File: config.mk
export PLATFORM = sky130hd
export DESIGN_NAME = chpseq_top
export DESIGN_NICKNAME = d
export VERILOG_FILES = /design/src/hdl/chpseq_pkg.sv /design/src/hdl/chpseq_div.sv /design/src/hdl/chpseq_top.sv
export VERILOG_INCLUDE_DIRS = /design/src /design/src/hdl
export SDC_FILE = /design/constraint.sdc
export NUM_CORES = 1
export LEC_CHECK = 0
export ABC_AREA = 1
export BUFFER_PORTS_ARGS = -buffer_cell sky130_fd_sc_hd__buf_2
export CELL_PAD_IN_SITES_DETAIL_PLACEMENT = 1
export CELL_PAD_IN_SITES_GLOBAL_PLACEMENT = 1
export CORE_MARGIN = 8
export CORE_UTILIZATION = 39
export CTS_BUF_LIST = sky130_fd_sc_hd__clkbuf_4 sky130_fd_sc_hd__clkbuf_8
export CTS_CLUSTER_DIAMETER = 100
export DETAILED_ROUTE_END_ITERATION = 10
export PLACE_DENSITY_LB_ADDON = 0.1
export SLEW_MARGIN = 25
export SYNTH_ARGS = -nofsm -noshare
export SYNTH_HDL_FRONTEND = slang
export SYNTH_HIERARCHICAL = 1
export SYNTH_SLANG_ARGS = --single-unit
File: constraint.sdc
create_clock -name mclk_i -period 5.6 [get_ports mclk_i]
set_clock_uncertainty 0.2 [all_clocks]
set_input_delay 0.84 -clock mclk_i [delete_from_list [all_inputs] [get_ports mclk_i]]
set_output_delay 0.84 -clock mclk_i [all_outputs]
set_load 0.1 [all_outputs]
File: src/hdl/chpseq_params.svh
// Constants of the chipset power-up sequencer
`ifndef CHPSEQ_PARAMS_SVH
`define CHPSEQ_PARAMS_SVH

// Clock and timing figures
`define CHPSEQ_CLK_PERIOD_NS 20
`define CHPSEQ_TIMEOUT_NS    32000000
`define CHPSEQ_TIMEOUT_CYC   \
	((`CHPSEQ_TIMEOUT_NS + `CHPSEQ_CLK_PERIOD_NS - 1) / \
	`CHPSEQ_CLK_PERIOD_NS)
`define CHPSEQ_RSTDLY_NS     20000
`define CHPSEQ_RSTDLY_CYC    \
	((`CHPSEQ_RSTDLY_NS + `CHPSEQ_CLK_PERIOD_NS - 1) / \
	`CHPSEQ_CLK_PERIOD_NS)
`define CHPSEQ_TOG_PULSES    8
`define CHPSEQ_TOG_DIV       4
`define CHPSEQ_TRAIN_CYC     (`CHPSEQ_TOG_PULSES * `CHPSEQ_TOG_DIV)
`define CHPSEQ_CNT_W         21

// Register map
`define CHPSEQ_ADDR_W        16
`define CHPSEQ_STATUS2_ADDR  16'hE503
`define CHPSEQ_DONE_FLAG_BIT 15
`define CHPSEQ_STATUS2_RST   32'h00000000

`endif

File: src/hdl/chpseq_pkg.sv
// Types of the chipset power-up sequencer
package chpseq_pkg;
	`include "chpseq_params.svh"

	typedef enum logic [4:0] {
		ST_OFF    = 5'h01,
		ST_WAIT   = 5'h02,
		ST_CLKRUN = 5'h04,
		ST_TRAIN  = 5'h08,
		ST_DONE   = 5'h10
	} chpseq_state_type;

	typedef struct packed {
		chpseq_state_type          state;
		logic [`CHPSEQ_CNT_W-1:0]  cnt;
		logic                      pu_m;
		logic                      pu_s;
		logic                      low_m;
		logic                      low_s;
		logic                      sat_clk;
		logic                      rst_en_n;
		logic [3:0]                tog;
		logic                      flag;
		logic                      irq_n;
		logic                      i2c_sel;
		logic                      dflt_load;
		logic                      active;
		logic [31:0]               rdata;
	} chpseq_top_type;

	typedef struct packed {
		logic [1:0] cnt;
	} chpseq_div_type;
endpackage

File: src/hdl/chpseq_div.sv
// Quarter-rate phase divider for the satellite clock
`timescale 1ns/1ps
module chpseq_div (
	// Clock and reset
	input  wire logic       mclk_i,
	input  wire logic       nrst_i,
	// Control
	input  wire logic       run_i,
	// Phase out
	output logic [1:0]      phase_o
);
	import chpseq_pkg::*;

	chpseq_div_type d_r;
	chpseq_div_type d_nxt;

	// Count phases only while the clock runs
	always_comb begin
		d_nxt = d_r;
		if (run_i) begin
			d_nxt.cnt = d_r.cnt + 2'h1;
		end else begin
			d_nxt.cnt = 2'h0;
		end
	end

	// State register
	always_ff @(posedge mclk_i or negedge nrst_i) begin
		if (!nrst_i) begin
			d_r <= '0;
		end else begin
			d_r <= d_nxt;
		end
	end

	assign phase_o = d_r.cnt;
endmodule

File: src/hdl/chpseq_top.sv
// Chipset power-up sequencer: supply wait, timeout, satellite reset
//
// Behaviour
// The device stays inactive until the supply monitor reports power-up.
// After the threshold it stays inactive for a further 32 ms timeout.
// After the timeout it drives a continuous quarter-rate satellite clock.
// 20 us after the clock starts the reset enable goes low.
// During reset all four toggles fall exactly eight times at quarter rate.
// After the toggles the reset enable and all toggles return high.
// Satellites run from the clock and take defaults after the pulse train.
// Only the master supply monitor and timeout gate the sequence.
// On completion interrupt line one goes low and the done flag is set.
// The done flag reads zero during the sequence and one on completion.
// Writing one to the flag clears it; the line stays low until then.
// On completion the two-wire serial port is selected.
// On completion all registers are loaded with defaults.
// A supply drop puts the chipset inactive and stops all work.
// After a drop the whole sequence restarts with the threshold wait.
`timescale 1ns/1ps
`include "chpseq_params.svh"
module chpseq_top #(
	parameter logic [`CHPSEQ_CNT_W-1:0] TIMEOUT_CYC =
		`CHPSEQ_CNT_W'(`CHPSEQ_TIMEOUT_CYC)
) (
	// Clock and reset
	input  wire logic                         mclk_i,
	input  wire logic                         nrst_i,
	// Supply monitor
	input  wire logic                         supply_ok_i,
	input  wire logic                         supply_low_i,
	// Register port
	input  wire logic                         reg_wr_i,
	input  wire logic                         reg_rd_i,
	input  wire logic [`CHPSEQ_ADDR_W-1:0]    reg_addr_i,
	input  wire logic [31:0]                  reg_wdata_i,
	output logic [31:0]                       reg_rdata_o,
	// Satellite link
	output logic                              satellite_clock_output_o,
	output logic                              satellite_reset_en_n_o,
	output logic                              channel_a_toggle_o,
	output logic                              channel_b_toggle_o,
	output logic                              channel_c_toggle_o,
	output logic                              neutral_toggle_o,
	// Host side
	output logic                              interrupt_line_one_n_o,
	output logic                              i2c_port_sel_o,
	output logic                              defaults_load_o,
	output logic                              chip_active_o
);
	import chpseq_pkg::*;

	localparam int CW = `CHPSEQ_CNT_W;
	localparam logic [CW-1:0] TIMEOUT_LAST = TIMEOUT_CYC - CW'(1);
	localparam logic [CW-1:0] RSTDLY_LAST = CW'(`CHPSEQ_RSTDLY_CYC - 1);
	localparam logic [CW-1:0] TRAIN_LAST = CW'(`CHPSEQ_TRAIN_CYC - 1);

	chpseq_top_type   s_r;
	chpseq_top_type   s_nxt;
	logic             sat_run;
	logic [1:0]       div_phase;
	logic [CW-1:0]    cnt_inc;
	logic             clr_wr;

	// Address decode of the flag register, shared by write and read
	function automatic logic is_flags_addr(
		input logic [`CHPSEQ_ADDR_W-1:0] a);
		return (a == `CHPSEQ_STATUS2_ADDR);
	endfunction

	// Satellite clock phase source
	chpseq_div u_div (
		.mclk_i  (mclk_i),
		.nrst_i  (nrst_i),
		.run_i   (sat_run),
		.phase_o (div_phase)
	);

	// Clock runs from the end of the timeout onward
	assign sat_run = (s_r.state == ST_CLKRUN) || (s_r.state == ST_TRAIN) ||
		(s_r.state == ST_DONE);
	assign cnt_inc = s_r.cnt + CW'(1);
	assign clr_wr = reg_wr_i && is_flags_addr(reg_addr_i) &&
		reg_wdata_i[`CHPSEQ_DONE_FLAG_BIT];

	// Sequencer next state
	always_comb begin
		s_nxt = s_r;
		s_nxt.pu_m = supply_ok_i;
		s_nxt.pu_s = s_r.pu_m;
		s_nxt.low_m = supply_low_i;
		s_nxt.low_s = s_r.low_m;
		s_nxt.dflt_load = 1'b0;
		s_nxt.sat_clk = sat_run ? ~div_phase[1] : 1'b1;
		// Host clears the done flag by writing one
		if (clr_wr) begin
			s_nxt.flag = 1'b0;
		end
		unique case (s_r.state)
			ST_OFF: begin
				s_nxt.cnt = '0;
				if (s_r.pu_s && !s_r.low_s) begin
					s_nxt.state = ST_WAIT;
				end
			end
			ST_WAIT: begin
				if (s_r.cnt == TIMEOUT_LAST) begin
					s_nxt.state = ST_CLKRUN;
					s_nxt.cnt = '0;
				end else begin
					s_nxt.cnt = cnt_inc;
				end
			end
			ST_CLKRUN: begin
				if (s_r.cnt == RSTDLY_LAST) begin
					s_nxt.state = ST_TRAIN;
					s_nxt.cnt = '0;
					s_nxt.rst_en_n = 1'b0;
					s_nxt.tog = 4'h0;
				end else begin
					s_nxt.cnt = cnt_inc;
				end
			end
			ST_TRAIN: begin
				if (s_r.cnt == TRAIN_LAST) begin
					s_nxt.state = ST_DONE;
					s_nxt.cnt = '0;
					s_nxt.rst_en_n = 1'b1;
					s_nxt.tog = 4'hF;
					s_nxt.flag = 1'b1;
					s_nxt.i2c_sel = 1'b1;
					s_nxt.dflt_load = 1'b1;
					s_nxt.active = 1'b1;
				end else begin
					s_nxt.cnt = cnt_inc;
					s_nxt.tog = {4{cnt_inc[1]}};
				end
			end
			ST_DONE: begin
				s_nxt.cnt = '0;
			end
			default: begin
				s_nxt.state = ST_OFF;
			end
		endcase
		// Supply drop overrides everything and restarts from idle
		if (s_r.low_s && (s_r.state != ST_OFF)) begin
			s_nxt.state = ST_OFF;
			s_nxt.cnt = '0;
			s_nxt.rst_en_n = 1'b1;
			s_nxt.tog = 4'hF;
			s_nxt.flag = 1'b0;
			s_nxt.i2c_sel = 1'b0;
			s_nxt.dflt_load = 1'b0;
			s_nxt.active = 1'b0;
			s_nxt.sat_clk = 1'b1;
		end
		s_nxt.irq_n = ~s_nxt.flag;
		if (reg_rd_i) begin
			s_nxt.rdata = '0;
			if (is_flags_addr(reg_addr_i)) begin
				s_nxt.rdata[`CHPSEQ_DONE_FLAG_BIT] = s_r.flag;
			end
		end
	end

	// State register
	always_ff @(posedge mclk_i or negedge nrst_i) begin
		if (!nrst_i) begin
			s_r <= '{state: ST_OFF, cnt: '0, pu_m: 1'b0, pu_s: 1'b0,
				low_m: 1'b0, low_s: 1'b0, sat_clk: 1'b1,
				rst_en_n: 1'b1, tog: 4'hF, flag: 1'b0, irq_n: 1'b1,
				i2c_sel: 1'b0, dflt_load: 1'b0, active: 1'b0,
				rdata: `CHPSEQ_STATUS2_RST};
		end else begin
			s_r <= s_nxt;
		end
	end

	// Outputs
	assign reg_rdata_o = s_r.rdata;
	assign satellite_clock_output_o = s_r.sat_clk;
	assign satellite_reset_en_n_o = s_r.rst_en_n;
	assign channel_a_toggle_o = s_r.tog[0];
	assign channel_b_toggle_o = s_r.tog[1];
	assign channel_c_toggle_o = s_r.tog[2];
	assign neutral_toggle_o = s_r.tog[3];
	assign interrupt_line_one_n_o = s_r.irq_n;
	assign i2c_port_sel_o = s_r.i2c_sel;
	assign defaults_load_o = s_r.dflt_load;
	assign chip_active_o = s_r.active;

	// Falls of the toggles counted per low reset enable period
	// The first fall comes with the reset enable fall, so count by next
	logic [4:0] ast_falls;
	always_ff @(posedge mclk_i or negedge nrst_i) begin
		if (!nrst_i) begin
			ast_falls <= 5'h00;
		end else if (s_nxt.rst_en_n) begin
			ast_falls <= 5'h00;
		end else if (s_r.tog[0] && !s_nxt.tog[0]) begin
			ast_falls <= ast_falls + 5'h01;
		end
	end
endmodule

Word-level counts from Yosys, hierarchy flattened

Index checks and enable logic that the tools add are counted.

Register bits after elaboration: 44
Output and inout port bits: 42
Logic and storage cells: 75

Add/subtract/negate cells: 2
Equality and inequality tests: 15
Muxes and demuxes: 24
Bitwise gates (word level): 2
Reduce and logical (&&, ||, !) cells: 16

Operators by type and width:

| operator                                                                 | count |
|---|---|
| 21-bit one-hot mux with 4 select lines                                   | 1 |
| 21-bit two-way mux                                                       | 3 |
| 26-bit two-way mux                                                       | 1 |
| 5-bit two-way mux                                                        | 5 |
| 5-bit one-hot mux with 5 select lines                                    | 1 |
| 21-bit by 1-bit adder with 21-bit output (second input constant)         | 1 |
| 21-bit by 10-bit equality test with 1-bit output (second input constant) | 1 |
| 21-bit equality test (second input constant)                             | 1 |
| 21-bit by 5-bit equality test with 1-bit output (second input constant)  | 1 |
| 16-bit equality test (second input constant)                             | 1 |
| 5-bit one-hot mux with 2 select lines                                    | 1 |
| 3-bit two-way mux                                                        | 3 |
| 7-bit two-way mux                                                        | 1 |
| 1-bit two-way mux                                                        | 6 |
| 3-bit by 1-bit inequality test with 1-bit output (second input constant) | 2 |
| 3-bit inequality test (second input constant)                            | 2 |
| 5-bit by 1-bit equality test with 1-bit output (second input constant)   | 1 |
| 5-bit by 2-bit equality test with 1-bit output (second input constant)   | 1 |
| 5-bit by 3-bit equality test with 1-bit output (second input constant)   | 1 |
| 5-bit by 4-bit equality test with 1-bit output (second input constant)   | 1 |
| 5-bit equality test (second input constant)                              | 1 |
| 5-bit by 1-bit inequality test with 1-bit output (second input constant) | 1 |
| 5-bit AND reduction                                                      | 1 |
| 5-bit nonzero test                                                       | 1 |
| other kinds (13)                                                         | 20 |

Depth between registers and ports, before layout

Gate-level depths: netlist (run 1).

Word-level depth: 8
Depth in mapped cells: 11
Gate-level depth less buffers: 11

By module

The synthesis (run 1) kept the hierarchy.

By module, submodules not included:

| module     | instances | cells an instance | area an instance (sq um) |
|---|---|---|---|
| chpseq_top | 1         | 375               | 2,737.6 |
| chpseq_div | 1         | 8                 | 72.6 |

Least setup slack after synthesis (run 1)

No wires, ideal clock.

Path kind: reg2out
From: reg s_r (netlist bit i2c_port_sel_o)
To: out i2c_port_sel_o
Arrival: 1.340 ns
Data required time: 4.560 ns
Setup slack: 3.220 ns
Cell stages (with the launch flop): 2
Buffers on the path: 1
Path through: dfrtp_1 -> buf_4

RTL lines:

| item                   | line              | text |
|---|---|---|
| from (decl)            | chpseq_top.sv:57  | `chpseq_top_type s_r;` |
| from (signal assigned) | chpseq_top.sv:169 | `s_r <= '{state: ST_OFF, cnt: '0, pu_m: 1'b0, pu_s: 1'b0,` |
| from (signal assigned) | chpseq_top.sv:175 | `s_r <= s_nxt;` |
| to (decl)              | chpseq_top.sv:46  | `output logic i2c_port_sel_o,` |

No word-level cell between the ends.

==> out/qor.log, run 1 <==
[final_layout] share of final-layout standard cells stronger than drive strength 1 18.4%
[worst_setup_path] Crit path buffers/inverters 1
[floorplanning] Placement Rows 31
[timing] sum of negative setup slack 0 ps
[clocking] post-CTS setup buffers 0
[drt] routed wirelength normalized by instance count 14.3 um
[power] Total Power 1.15 mW
[run] Max Cap Viol 0
[worst_setup_path] arrival time at the worst endpoint 1300 ps
[drt] Detailed Routing Iterations Pass 1 4
[grt] global-route total usage across every layer 15.2%
[clocking] TritonCTS clock tree built
[power] sequential power share 30.3%
[timing] max-slew violations 0
[clocking] number of gates resized after cts 0
[power] cell-internal power 0.563 mW
[synth] Synth Cell Area 2810 um^2
[floorplanning] area inside the core boundary 7100 um^2
[grt] met3 capacity usage during global routing 3.04%
[drt] count of unresolved DRC violations after routing 0
[synth] post-synthesis cell count 383
[timing] FMAX 427 MHz
[floorplanning] starting density of the core 39.6%
[synth] number of distinct library cell variants in the gate-level netlist after synthesis 39
[synth] cell taking the most area after synthesis sky130_fd_sc_hd__dfrtp_1
[drt] DRT iter0 DRCs 68
[worst_setup_path] Max FO, Critical Path 5
[drt] final routed wirelength across all metal layers 7.33 mm
[placement] Detailed Place HPWL 5.73 mm
[power] leakage power 1.43 nW
[grt] global-route wire length before repair 12.3 mm
[final_layout] number of diodes added for antenna fixing 0
[worst_setup_path] startpoint type of the worst setup path flop
[floorplanning] number of primary I/O pins 96
[grt] number of global-route vias before repair 2530
[worst_hold_path] worst min-delay path class reg2reg
[placement] final weighted congestion of routability-driven global placement 0.815
[timing] endpoints failing setup 0
[placement] area of placed instances 2890 um^2
[timing] RSZ-0062 raised after global routing false
[worst_setup_path] data required time at the worst endpoint 4560 ps
[worst_setup_path] CP endpoint kind output pin
[power] Logic pwr share 48.0%
[power] net switching share of the total power 51.0%
[floorplanning] area enclosed by the die boundary 10200 um^2
[worst_hold_path] launch instance of the worst min-delay path s_nxt[43]
[timing] final period demand of the worst path 2340 ps
[power] total power divided by cell area 382 nW/um^2
[clocking] Max clock buf depth 2
[synth] total of flip-flops plus latches after synthesis 40
[grt] total congestion overflow 0
[final_layout] number of cells in the finished layout apart from fillers 511
[clocking] number of sinks handled by clock tree synthesis 40
[timing] slack of the critical path 3260 ps
[timing] slew of the pin with the lowest slew margin 520 ps
[clocking] clk root buf sky130_fd_sc_hd__clkbuf_8
[worst_setup_path] CP top delay family flip-flops
[drt] Via Count 2438
[grt] global routing usage on met1 18.3%
[synth] most area-consuming cells after synthesis sky130_fd_sc_hd__dfrtp_1, sky130_fd_sc_hd__nand2_1, sky130_fd_sc_hd__buf_4
[outcome] outcome completed
[timing] final hold violations 0
[timing] worst relative slew slack 65.3%
[placement] count of input and output buffers 33
[placement] setup slack after placement 3350 ps
[synth] share of flip-flops with an asynchronous set or reset after synthesis 100%
[final_layout] total of fill cells in the finished design 953
[worst_setup_path] series of cell instances along the critical path buf_2
[synth] Most used DFF post-synth sky130_fd_sc_hd__dfrtp_1
[clocking] Clk pin slew, worst setup/hold paths 90 ps
[synth] count of flip-flops with a built-in enable after synthesis 0
[placement] number of placed instances with taps included 503
[clocking] cts bufs inserted 5
[power] NetSw 0.586 mW
[drt] post-detailed-route count of antenna-violating nets 0
[worst_setup_path] startpoint of the most critical register-to-register path s_r[68]
[worst_setup_path] Worst Setup SP channel_c_toggle_o
[worst_setup_path] Critical Path Max Stage Delay 560 ps
[floorplanning] chip height 101 um
[synth] sequential-to-total area share from yosys stat 35.8%
[worst_setup_path] Slowest cell on crit path sky130_fd_sc_hd__dfstp_2
[final_layout] Sequential cell area 1010 um^2
[clocking] H-tree depth 2
[synth] Synth Area per Inst 7.34 um^2
[final_layout] Multi-input gate area 1440 um^2
[final_layout] Non-Filler Cell Area, Final 3010 um^2
[grt] met2 track utilization from global routing 25.8%
[worst_setup_path] kind of critical path reg2out
[clocking] source-to-sink clock delay at the later pin of the worst-skew pair 300 ps
[final_layout] utilization after layout 42.4%
[drt] Avg Vias per Cell 4.77
[final_layout] area grow syn2layout 7.17%
[timing] ratio of final minimum period to clock period 41.8%
[timing] final-layout worst hold slack 159 ps
[grt] number of antenna violations at the first check in global routing 0
[grt] most used routing layer met2
[clocking] Hold Buf Count CTS 0
[synth] Syn. warnings 6
[synth] post-synth top area share 31.2%
[power] share of power burned in the clock network 21.7%
[floorplanning] chip width 101 um
[grt] pin count of the biggest net entering global routing 41
[power] largest voltage drop on the vdd net 0.204 mV
[final_layout] layout net count 466
==> per-layer routing <==
metal	wire, um	share of wire [%]
met2	3460	47
met4	102	1.4
met1	3410	47
met5	0	0
met3	351	4.8
==> synthesized netlist by cell type (3+ instances only) <==
| cell | count |
|---|---|
| sky130_fd_sc_hd__dfrtp_1 | 35 |
| sky130_fd_sc_hd__nand3_1 | 32 |
| sky130_fd_sc_hd__dfstp_2 | 5 |
| sky130_fd_sc_hd__nand2_2 | 3 |
| sky130_fd_sc_hd__nor2_4 | 5 |
| sky130_fd_sc_hd__xor2_1 | 9 |
| sky130_fd_sc_hd__buf_4 | 37 |
| sky130_fd_sc_hd__nor2_2 | 4 |
| sky130_fd_sc_hd__nor3_1 | 4 |
| sky130_fd_sc_hd__nand4_1 | 16 |
| sky130_fd_sc_hd__nand2_1 | 90 |
| sky130_fd_sc_hd__inv_1 | 39 |
| sky130_fd_sc_hd__buf_2 | 4 |
| sky130_fd_sc_hd__a21oi_1 | 3 |
| sky130_fd_sc_hd__o21ai_0 | 10 |
| sky130_fd_sc_hd__o21ai_2 | 8 |
| sky130_fd_sc_hd__nor2_1 | 52 |
==> power groups by stage <==
stage	logic [mW]	registers, mW	clock network, mW
4_1_cts	0.564	0.348	0.258
5_1_grt	0.599	0.353	0.268
3_3_place_gp	0.554	0.351	0
3_5_place_dp	0.561	0.353	0
6_report	0.552	0.348	0.249
2_1_floorplan	0.463	0.400	0
==> cell families after synthesis <==
| family | share of synthesized area (%) |
|---|---|
| and+or+nand+nor | 35.2 |
| buffers and inverters | 17.1 |
| DFF | 35.8 |
| AOI/OAI and AO/OA | 7.88 |
| xor gates and xnor gates | 3.43 |
| adders and majority gates | 0.445 |
| other | 0.133 |
==> registers in the layout (all words and copies together), names as in the netlist <==
| name | cells |
|---|---|
| s_r | 29 |
| s_nxt | 2 |
| u_div/phase_o | 2 |
| channel_c_toggle_o | 1 |
| defaults_load_o | 1 |
| i2c_port_sel_o | 1 |
| interrupt_line_one_n_o | 1 |
| reg_rdata_o | 1 |
| satellite_clock_output_o | 1 |
| satellite_reset_en_n_o | 1 |
==> cell type report <==
class | count | share of cell area (%)
clock inverters | 3 | 1.54
repair buffers | 33 | 5.57
flip-flops and latches | 40 | 33.4
multi-input cells | 288 | 47.7
well taps | 99 | 4.11
clock buffers | 5 | 2.29
inverters | 43 | 5.36
==> worst paths after layout <==
path | slack [ps] | to | depth (start not counted)
setup / recovery | 3260 | channel_a_toggle_o | 1
hold reg to reg | 160 | s_r[43] | 0
min in group asynchronous | 310 | s_r[60] | 1
setup reg to reg | 3360 | s_r[54] | 8
hold / removal | 160 | s_r[43] | 0
max in group asynchronous | 4520 | s_r[68] | 1
==> placed cells by master, fill, tap and decap left out, drive strengths merged, types with 9 or more instances in the layout <==
cell,Yosys,routed
nand3,33,33
dfrtp,35,35
nand2,94,94
inv,41,42
buf,42,33
o21ai,18,18
nand4,17,17
xor2,9,9
nor2,61,61
conb,1,31
Power figures use the tool's default switching activity.
==> run 2, diff against run 1 <==
--- a/config.mk
+++ b/config.mk
@@ -11,7 +11,7 @@
 export CELL_PAD_IN_SITES_DETAIL_PLACEMENT = 1
 export CELL_PAD_IN_SITES_GLOBAL_PLACEMENT = 1
 export CORE_MARGIN = 8
-export CORE_UTILIZATION = 39
+export CORE_UTILIZATION = 33
 export CTS_BUF_LIST = sky130_fd_sc_hd__clkbuf_4 sky130_fd_sc_hd__clkbuf_8
 export CTS_CLUSTER_DIAMETER = 100
 export DETAILED_ROUTE_END_ITERATION = 10
==> constraint.sdc (replaced) <==
create_clock -name mclk_i -period 2.09 [get_ports mclk_i]
set_clock_uncertainty 0.2 [all_clocks]
set_input_delay 0.3135 -clock mclk_i [delete_from_list [all_inputs] [get_ports mclk_i]]
set_output_delay 0.3135 -clock mclk_i [all_outputs]
set_load 0.1 [all_outputs]
==> run 2 against run 1 <==
  * Via count grew 3.0%
  * Largest cell class unchanged
  * Global-route usage shrank 1.3 points
  * Highest routed layer unchanged
  * Worst setup slack lost 3100 ps
==> out/qor.log, run 2 (synthesis gave the netlist of run 1 again) <==
[timing] final period demand of the worst path 1960 ps
[clocking] source-to-sink clock delay at the later pin of the worst-skew pair 290 ps [about the same]
[timing] worst relative slew slack 65.8% [+0.51 points]
[grt] total congestion overflow 0 [unchanged]
[clocking] Clk pin slew, worst setup/hold paths 80 ps [about the same]
[drt] Detailed Routing Iterations Pass 1 4 [unchanged]
[floorplanning] area enclosed by the die boundary 11700 um^2 [+15%]
[grt] met3 capacity usage during global routing 2.80% [-0.24 points]
[floorplanning] number of primary I/O pins 96 [unchanged]
[final_layout] area grow syn2layout 17.4%
[floorplanning] starting density of the core 34.0% [-5.6 points]
[placement] count of input and output buffers 33 [unchanged]
[floorplanning] chip height 108 um [+7.3%]
[final_layout] Non-Filler Cell Area, Final 3300 um^2 [+9.6%]
[worst_setup_path] kind of critical path reg2reg
[grt] global routing usage on met1 17.5% [-0.76 points]
[worst_setup_path] Max FO, Critical Path 16 [+11]
[drt] final routed wirelength across all metal layers 7.70 mm [+5.1%]
[power] Total Power 3.27 mW [+180%]
[placement] Detailed Place HPWL 6.17 mm [+7.7%]
[final_layout] most frequent cells in the layout sky130_fd_sc_hd__nand2_1, sky130_fd_sc_hd__nor2_1, sky130_fd_sc_hd__inv_1
[timing] endpoints failing setup 0 [unchanged]
[worst_setup_path] Critical Path Max Stage Delay 420 ps [-140 ps]
[timing] ratio of final minimum period to clock period 93.6%
[drt] DRT iter0 DRCs 40 [-41%]
[floorplanning] area inside the core boundary 8260 um^2 [+16%]
[drt] Avg Vias per Cell 4.60 [-3.6%]
[grt] number of global-route vias before repair 2694 [+6.5%]
[grt] number of antenna violations at the first check in global routing 0 [unchanged]
[final_layout] share of final-layout standard cells stronger than drive strength 1 25.2% [+6.7 points]
[worst_setup_path] worst reg2reg path depth 8 [unchanged]
[floorplanning] chip width 108 um [+7.3%]
[drt] post-detailed-route count of antenna-violating nets 0 [unchanged]
[worst_setup_path] startpoint type of the worst setup path flop
[placement] area of placed instances 3110 um^2 [+7.3%]
[clocking] H-tree depth 2 [unchanged]
[worst_hold_path] worst min-delay path class in2reg
[run] Max Cap Viol 0 [unchanged]
[grt] met2 track utilization from global routing 23.4% [-2.4 points]
[final_layout] most common library cell in the layout ignoring fill and taps sky130_fd_sc_hd__nand2_1
[worst_setup_path] series of cell instances along the critical path nor2_2 > buf_4 > nand4_1 > nand4_1 > nor2_2 > nor2_4 > nand2_8 > o21ai_0
[grt] most used routing layer met2
[worst_setup_path] CP endpoint kind flop
[clocking] number of sinks handled by clock tree synthesis 40 [unchanged]
[clocking] TritonCTS clock tree built
[drt] Via Count 2512 [+3.0%]
[final_layout] register with the highest flop count s_r
[outcome] outcome completed
[clocking] cts bufs inserted 5 [unchanged]
[worst_setup_path] arrival time at the worst endpoint 1970 ps [+670 ps]
[drt] routed wirelength normalized by instance count 14.1 um [-1.6%]
[drt] count of unresolved DRC violations after routing 0 [unchanged]
[timing] final hold violations 0 [unchanged]
[grt] pin count of the biggest net entering global routing 22 [-46%]
[worst_setup_path] Slowest cell on crit path sky130_fd_sc_hd__dfrtp_1
[clocking] Max clock buf depth 2 [unchanged]
[final_layout] number of diodes added for antenna fixing 0 [unchanged]
[grt] global-route total usage across every layer 13.8% [-1.3 points]
[timing] slew of the pin with the lowest slew margin 513 ps [-7.60 ps]
[final_layout] Largest register FFs 29 [unchanged]
[grt] global-route wire length before repair 13.1 mm [+7.1%]
[placement] final weighted congestion of routability-driven global placement 0.838 [+2.9%]
[timing] max-slew violations 0 [unchanged]
[power] largest voltage drop on the vdd net 0.540 mV [+170%]
[worst_setup_path] data required time at the worst endpoint 2100 ps [-2460 ps]
[final_layout] layout net count 495 [+6.2%]
[clocking] clk root buf sky130_fd_sc_hd__clkbuf_8
[power] total power divided by cell area 990 nW/um^2 [+160%]
[timing] RSZ-0062 raised after global routing true
[worst_hold_path] hold-critical path depth 2 [+2]
[power] leakage power 1.59 nW [+11%]
[floorplanning] Placement Rows 33 [+6.5%]
[timing] FMAX 511 MHz
## run 2: final cells by class
cell class                      count  area (um^2)
Fill cell                        1078         4960
Clock inverter                      3         42.5
Inverter                           43          165
Multi-Input combinational cell    288         1460
Sequential cell                    40         1010
Tap cell                          105          131
Timing Repair Buffer               62          415
Clock buffer                        5         68.8
## run 2: worst paths after layout
path | startpoint | to | slack, ps
max in group asynchronous | nrst_i | satellite_reset_en_n_o | 790
worst max register to register | s_r[71] | s_r[62] | 130
min in group asynchronous | nrst_i | s_r[60] | 320
worst min-delay path | reg_rd_i | reg_rdata_o[15] | 20
worst max-delay path | s_r[71] | s_r[62] | 130
worst min register to register | s_nxt[45] | s_r[45] | 150
## run 2: through the flow
step / instances / TNS (ps) / setup WS, ps / utilization, % / hold WS, ps
CTS: 544 / 0 / 18.7 / 39.3 / 19.7
global route: 546 / -2.93 / -2.93 / 40.0 / 14.1
detailed placement: 533 / 0 / 51.8 / 37.6 / 115
global placement: 533 / 0 / 79.4 / 37.6 / 122
finish: 546 / 0 / 133 / 40.0 / 23.2
floorplan: 413 / 0 / 216 / - / -182
## run 2: worst max-delay path, delay by kind of cell (launching register included)
| family | cells | cell delay (ps) |
|---|---|---|
| AOI/OAI and AO/OA | 1 | 180 |
| and+or+nand+nor | 6 | 940 |
| DFF | 1 | 420 |
| buffers and inverters | 1 | 140 |
## run 2: routing by layer
layer | wire length, um | part of all wire [%]
met2 | 3610 | 47
met1 | 3660 | 47
met5 | 0 | 0
met4 | 55 | 0.71
met3 | 379 | 4.9
## run 2: report_power, final
group	internal (mW)	switching, mW
logic	0.425	1.28
registers	0.864	0.0636
clock network	0.353	0.280
total	1.64	1.62
## run 2: repair_timing
item                                   in CTS  in global routing
resized for setup                           0                 14
buffers inserted                            0                  2
endpoints found under the hold margin      21                  0
hold buffers                                3                  0
setup endpoints to repair                   0                 23
==> run 3, diff against run 2 <==
--- a/config.mk
+++ b/config.mk
@@ -6,7 +6,6 @@
 export SDC_FILE = /design/constraint.sdc
 export NUM_CORES = 1
 export LEC_CHECK = 0
-export ABC_AREA = 1
 export BUFFER_PORTS_ARGS = -buffer_cell sky130_fd_sc_hd__buf_2
 export CELL_PAD_IN_SITES_DETAIL_PLACEMENT = 1
 export CELL_PAD_IN_SITES_GLOBAL_PLACEMENT = 1
==> run 3 against run 2 <==
  * Highest routed layer unchanged
  * Flip-flop and latch count unchanged
  * Cell area rose by 5.7%
  * Count of clock-buffer cells in the layout up 1
  * Global-route usage grew 1.8 points
  * Non-clock buffer count rose by 50
  * The run now ends with negative setup slack left
  * Cell count fell by 12%
  * Area after synthesis is 14% lower
  * Via count decreased by 5.6%
  * Core utilization rose by 8.6 points
  * Synthesized cell count shrank 27%
  * First-iteration DRC count up 5.0%
  * Worst setup slack worse by 530 ps
==> out/qor.log, run 3 <==
[grt] pin count of the biggest net entering global routing 24 [+9.1%]
[power] largest voltage drop on the vdd net 0.340 mV [-37%]
[worst_hold_path] hold-critical path depth 4 [+2]
[timing] slew of the pin with the lowest slew margin 618 ps [+106 ps]
[worst_setup_path] worst setup slack for register-to-register paths -390 ps [-530 ps]
[timing] endpoints failing setup 26 [+26]
[grt] global-route wire length before repair 12.9 mm [-1.7%]
[floorplanning] area enclosed by the die boundary 10400 um^2 [-12%]
[final_layout] most common library cell in the layout ignoring fill and taps sky130_fd_sc_hd__buf_4
[drt] Avg Vias per Cell 4.91 [+6.7%]
[floorplanning] chip height 102 um [-6.0%]
[worst_setup_path] worst reg2reg path depth 7 [-1]
[drt] topmost layer with routed signal wires met4
[outcome] outcome finished with violations
[placement] setup slack after placement -423 ps [-475 ps]
[floorplanning] chip width 102 um [-6.0%]
[worst_hold_path] worst min-delay path class in2reg
[floorplanning] area inside the core boundary 7180 um^2 [-13%]
[synth] most instantiated cells after synthesis sky130_fd_sc_hd__buf_4, sky130_fd_sc_hd__nand2_1, sky130_fd_sc_hd__dfrtp_1
[drt] DRT iter0 DRCs 42 [+5.0%]
[drt] Via Count 2371 [-5.6%]
[outcome] failing checks negative setup slack
[grt] number of antenna violations at the first check in global routing 0 [unchanged]
[power] leakage power 1.65 nW [+3.8%]
[final_layout] Largest register FFs 29 [unchanged]
[clocking] clk root buf sky130_fd_sc_hd__clkbuf_8
[timing] final period demand of the worst path 2480 ps [+525 ps]
[drt] Detailed Routing Iterations Pass 1 4 [unchanged]
[worst_setup_path] startpoint type of the worst setup path flop
[final_layout] total of fill cells in the finished design 862 [-20%]
[synth] total of flip-flops plus latches after synthesis 40 [unchanged]
[floorplanning] number of primary I/O pins 96 [unchanged]
[synth] sequential-to-total area share from yosys stat 41.5% [+5.7 points]
[drt] routed wirelength normalized by instance count 15.6 um [+11%]
[synth] Syn. warnings 6 [unchanged]
[final_layout] share of final-layout standard cells stronger than drive strength 1 42.2% [+17 points]
[clocking] cts bufs inserted 5 [unchanged]
[clocking] source-to-sink clock delay at the later pin of the worst-skew pair 300 ps [about the same]
[synth] cell taking the most area after synthesis sky130_fd_sc_hd__dfrtp_1
[final_layout] utilization after layout 48.6% [+8.6 points]
[timing] RSZ-0062 raised after global routing true
[final_layout] most frequent cells in the layout sky130_fd_sc_hd__buf_4, sky130_fd_sc_hd__dfrtp_1, sky130_fd_sc_hd__nand2_1, sky130_fd_sc_hd__buf_2, sky130_fd_sc_hd__conb_1
[worst_setup_path] data required time at the worst endpoint 2140 ps [+40 ps]
[timing] slack of the critical path -392 ps [-525 ps]
[final_layout] number of diodes added for antenna fixing 0 [unchanged]
[clocking] H-tree depth 2 [unchanged]
[synth] Most used DFF post-synth sky130_fd_sc_hd__dfrtp_1
[floorplanning] Placement Rows 31 [-6.1%]
[drt] routed length on met3 238 um [-37%]
[synth] Synth Area per Inst 8.70 um^2 [+19%]
[timing] final hold violations 0 [unchanged]
[worst_setup_path] capture point of the worst reg-to-reg path s_r[62]
[timing] FMAX 403 MHz [-21%]
[synth] Synth Cell Area 2430 um^2 [-14%]
[clocking] Clk pin slew, worst setup/hold paths 90 ps [about the same]
[drt] post-detailed-route count of antenna-violating nets 0 [unchanged]
[worst_setup_path] CP endpoint kind flop
[clocking] Max clock buf depth 2 [unchanged]
[worst_setup_path] startpoint of the most critical register-to-register path s_r[72]
[final_layout] layout net count 438 [-12%]
[worst_setup_path] Max FO, Critical Path 20 [+4]
[final_layout] area grow syn2layout 43.6%
[power] total power divided by cell area 687 nW/um^2 [-31%]
[power] Total Power 2.39 mW [-27%]
[final_layout] Non-Filler Cell Area, Final 3490 um^2 [+5.7%]
[synth] number of distinct library cell variants in the gate-level netlist after synthesis 51 [+31%]
[worst_setup_path] arrival time at the worst endpoint 2530 ps [+560 ps]
[run] Max Cap Viol 0 [unchanged]
[worst_hold_path] launch instance of the worst min-delay path reg_addr_i[9]
[final_layout] register with the highest flop count s_r
[placement] number of placed instances with taps included 463 [-13%]
[floorplanning] starting density of the core 33.8% [-0.20 points]
[clocking] number of sinks handled by clock tree synthesis 40 [unchanged]
[drt] sum of routed wire segments on met1 3.28 mm [-10%]
[grt] global-route total usage across every layer 15.6% [+1.8 points]
[placement] area of placed instances 3100 um^2 [-0.28%]
[synth] count leader, synth sky130_fd_sc_hd__buf_4
[placement] final weighted congestion of routability-driven global placement 0.771 [-8.0%]
[synth] post-synth top area share 36.1% [+4.9 points]
[drt] count of unresolved DRC violations after routing 0 [unchanged]
[synth] share of flip-flops with an asynchronous set or reset after synthesis 100% [unchanged]
[synth] count of flip-flops with a built-in enable after synthesis 0 [unchanged]
[placement] Detailed Place HPWL 5.67 mm [-8.0%]
[timing] final-layout worst hold slack 136 ps [+113 ps]
[grt] total congestion overflow 0 [unchanged]
[final_layout] number of cells in the finished layout apart from fillers 483 [-12%]
[worst_hold_path] worst hold endpoint reg_rdata_o[15]
[timing] worst relative slew slack 58.4% [-7.4 points]
[worst_setup_path] Critical Path Max Stage Delay 440 ps [+20 ps]
[drt] Routed met2 length 3.96 mm [+9.7%]
[grt] number of global-route vias before repair 2694 [unchanged]
[placement] count of input and output buffers 33 [unchanged]
[timing] sum of negative setup slack -7550 ps [-7550 ps]
[timing] ratio of final minimum period to clock period 119% [+25 points]
[synth] post-synthesis cell count 279 [-27%]
[synth] most area-consuming cells after synthesis sky130_fd_sc_hd__dfrtp_1, sky130_fd_sc_hd__buf_4, sky130_fd_sc_hd__nand2_1
[worst_setup_path] series of cell instances along the critical path or3b_4 > o211a_4 > o21a_1 > a311o_1 > buf_12 > or4_4 > nand3_2
[worst_setup_path] Slowest cell on crit path sky130_fd_sc_hd__dfrtp_1
[worst_setup_path] kind of critical path reg2reg
[clocking] TritonCTS clock tree built
[timing] max-slew violations 0 [unchanged]
[drt] final routed wirelength across all metal layers 7.55 mm [-2.0%]
## run 3: layout make-up
cell class                 count  area [um^2]  area share [%]
tap                           99          124            3.55
sequential                    40         1010            28.9
multi-input combinational    212         1400            40.3
inverter                      12         45.0            1.29
timing repair buffer         112          813            23.3
clock inverter                 2         10.0           0.287
clock buffer                   6         82.6            2.37
## run 3: metal layers
metal | vias to the layer above | global-route usage (%)
li1 | 1141 | -
met1 | 1186 | 18.1
met2 | 36 | 28.7
met3 | 8 | 2.54
met4 | 0 | 3.78
met5 | - | 0
## run 3: kinds of logic (layout without fill, tap and decap cells)
logic type	Yosys count	count (layout)	synth area share, %
fa+ha+maj	1	1	0.515
buf+inv	57	132	15.0
xor+xnor	2	2	0.722
simple gates	129	129	29.1
compound gates	49	49	13.0
flops	40	40	41.5
other cells	1	31	0.154
## run 3: worst max path at each step
stage               startpoint       to  slack (ps)  depth (start not counted)
floorplan              s_r[72]  s_r[67]        -330                          8
global placement       s_r[71]  s_r[67]        -350                          8
detailed placement     s_r[72]  s_r[62]        -420                          8
CTS                    s_r[72]  s_r[67]        -400                          7
global route           s_r[72]  s_r[62]        -450                          7
finish                 s_r[72]  s_r[62]        -390                          7
## run 3: worst max-delay path: cells and delay by family (launching register included)
kind	cells	cell delay, ps
AOI/OAI and AO/OA	3	720
buffers and inverters	1	170
DFF	1	440
and+or+nand+nor	3	910
## run 3: what timing repair did
action	4_1_cts	5_1_grt
gates resized for setup	27	19
hold endpoints to repair	21	1
endpoints found under the setup margin	29	31
hold buffers	3	1
buffers inserted	8	0
cloned	0	1
pin swaps	5	6
## run 3: power by group
group | switching [mW] | internal [mW] | total [mW]
registers | 0.0270 | 0.818 | 0.845
clock network | 0.290 | 0.264 | 0.554
logic | 0.666 | 0.329 | 0.995
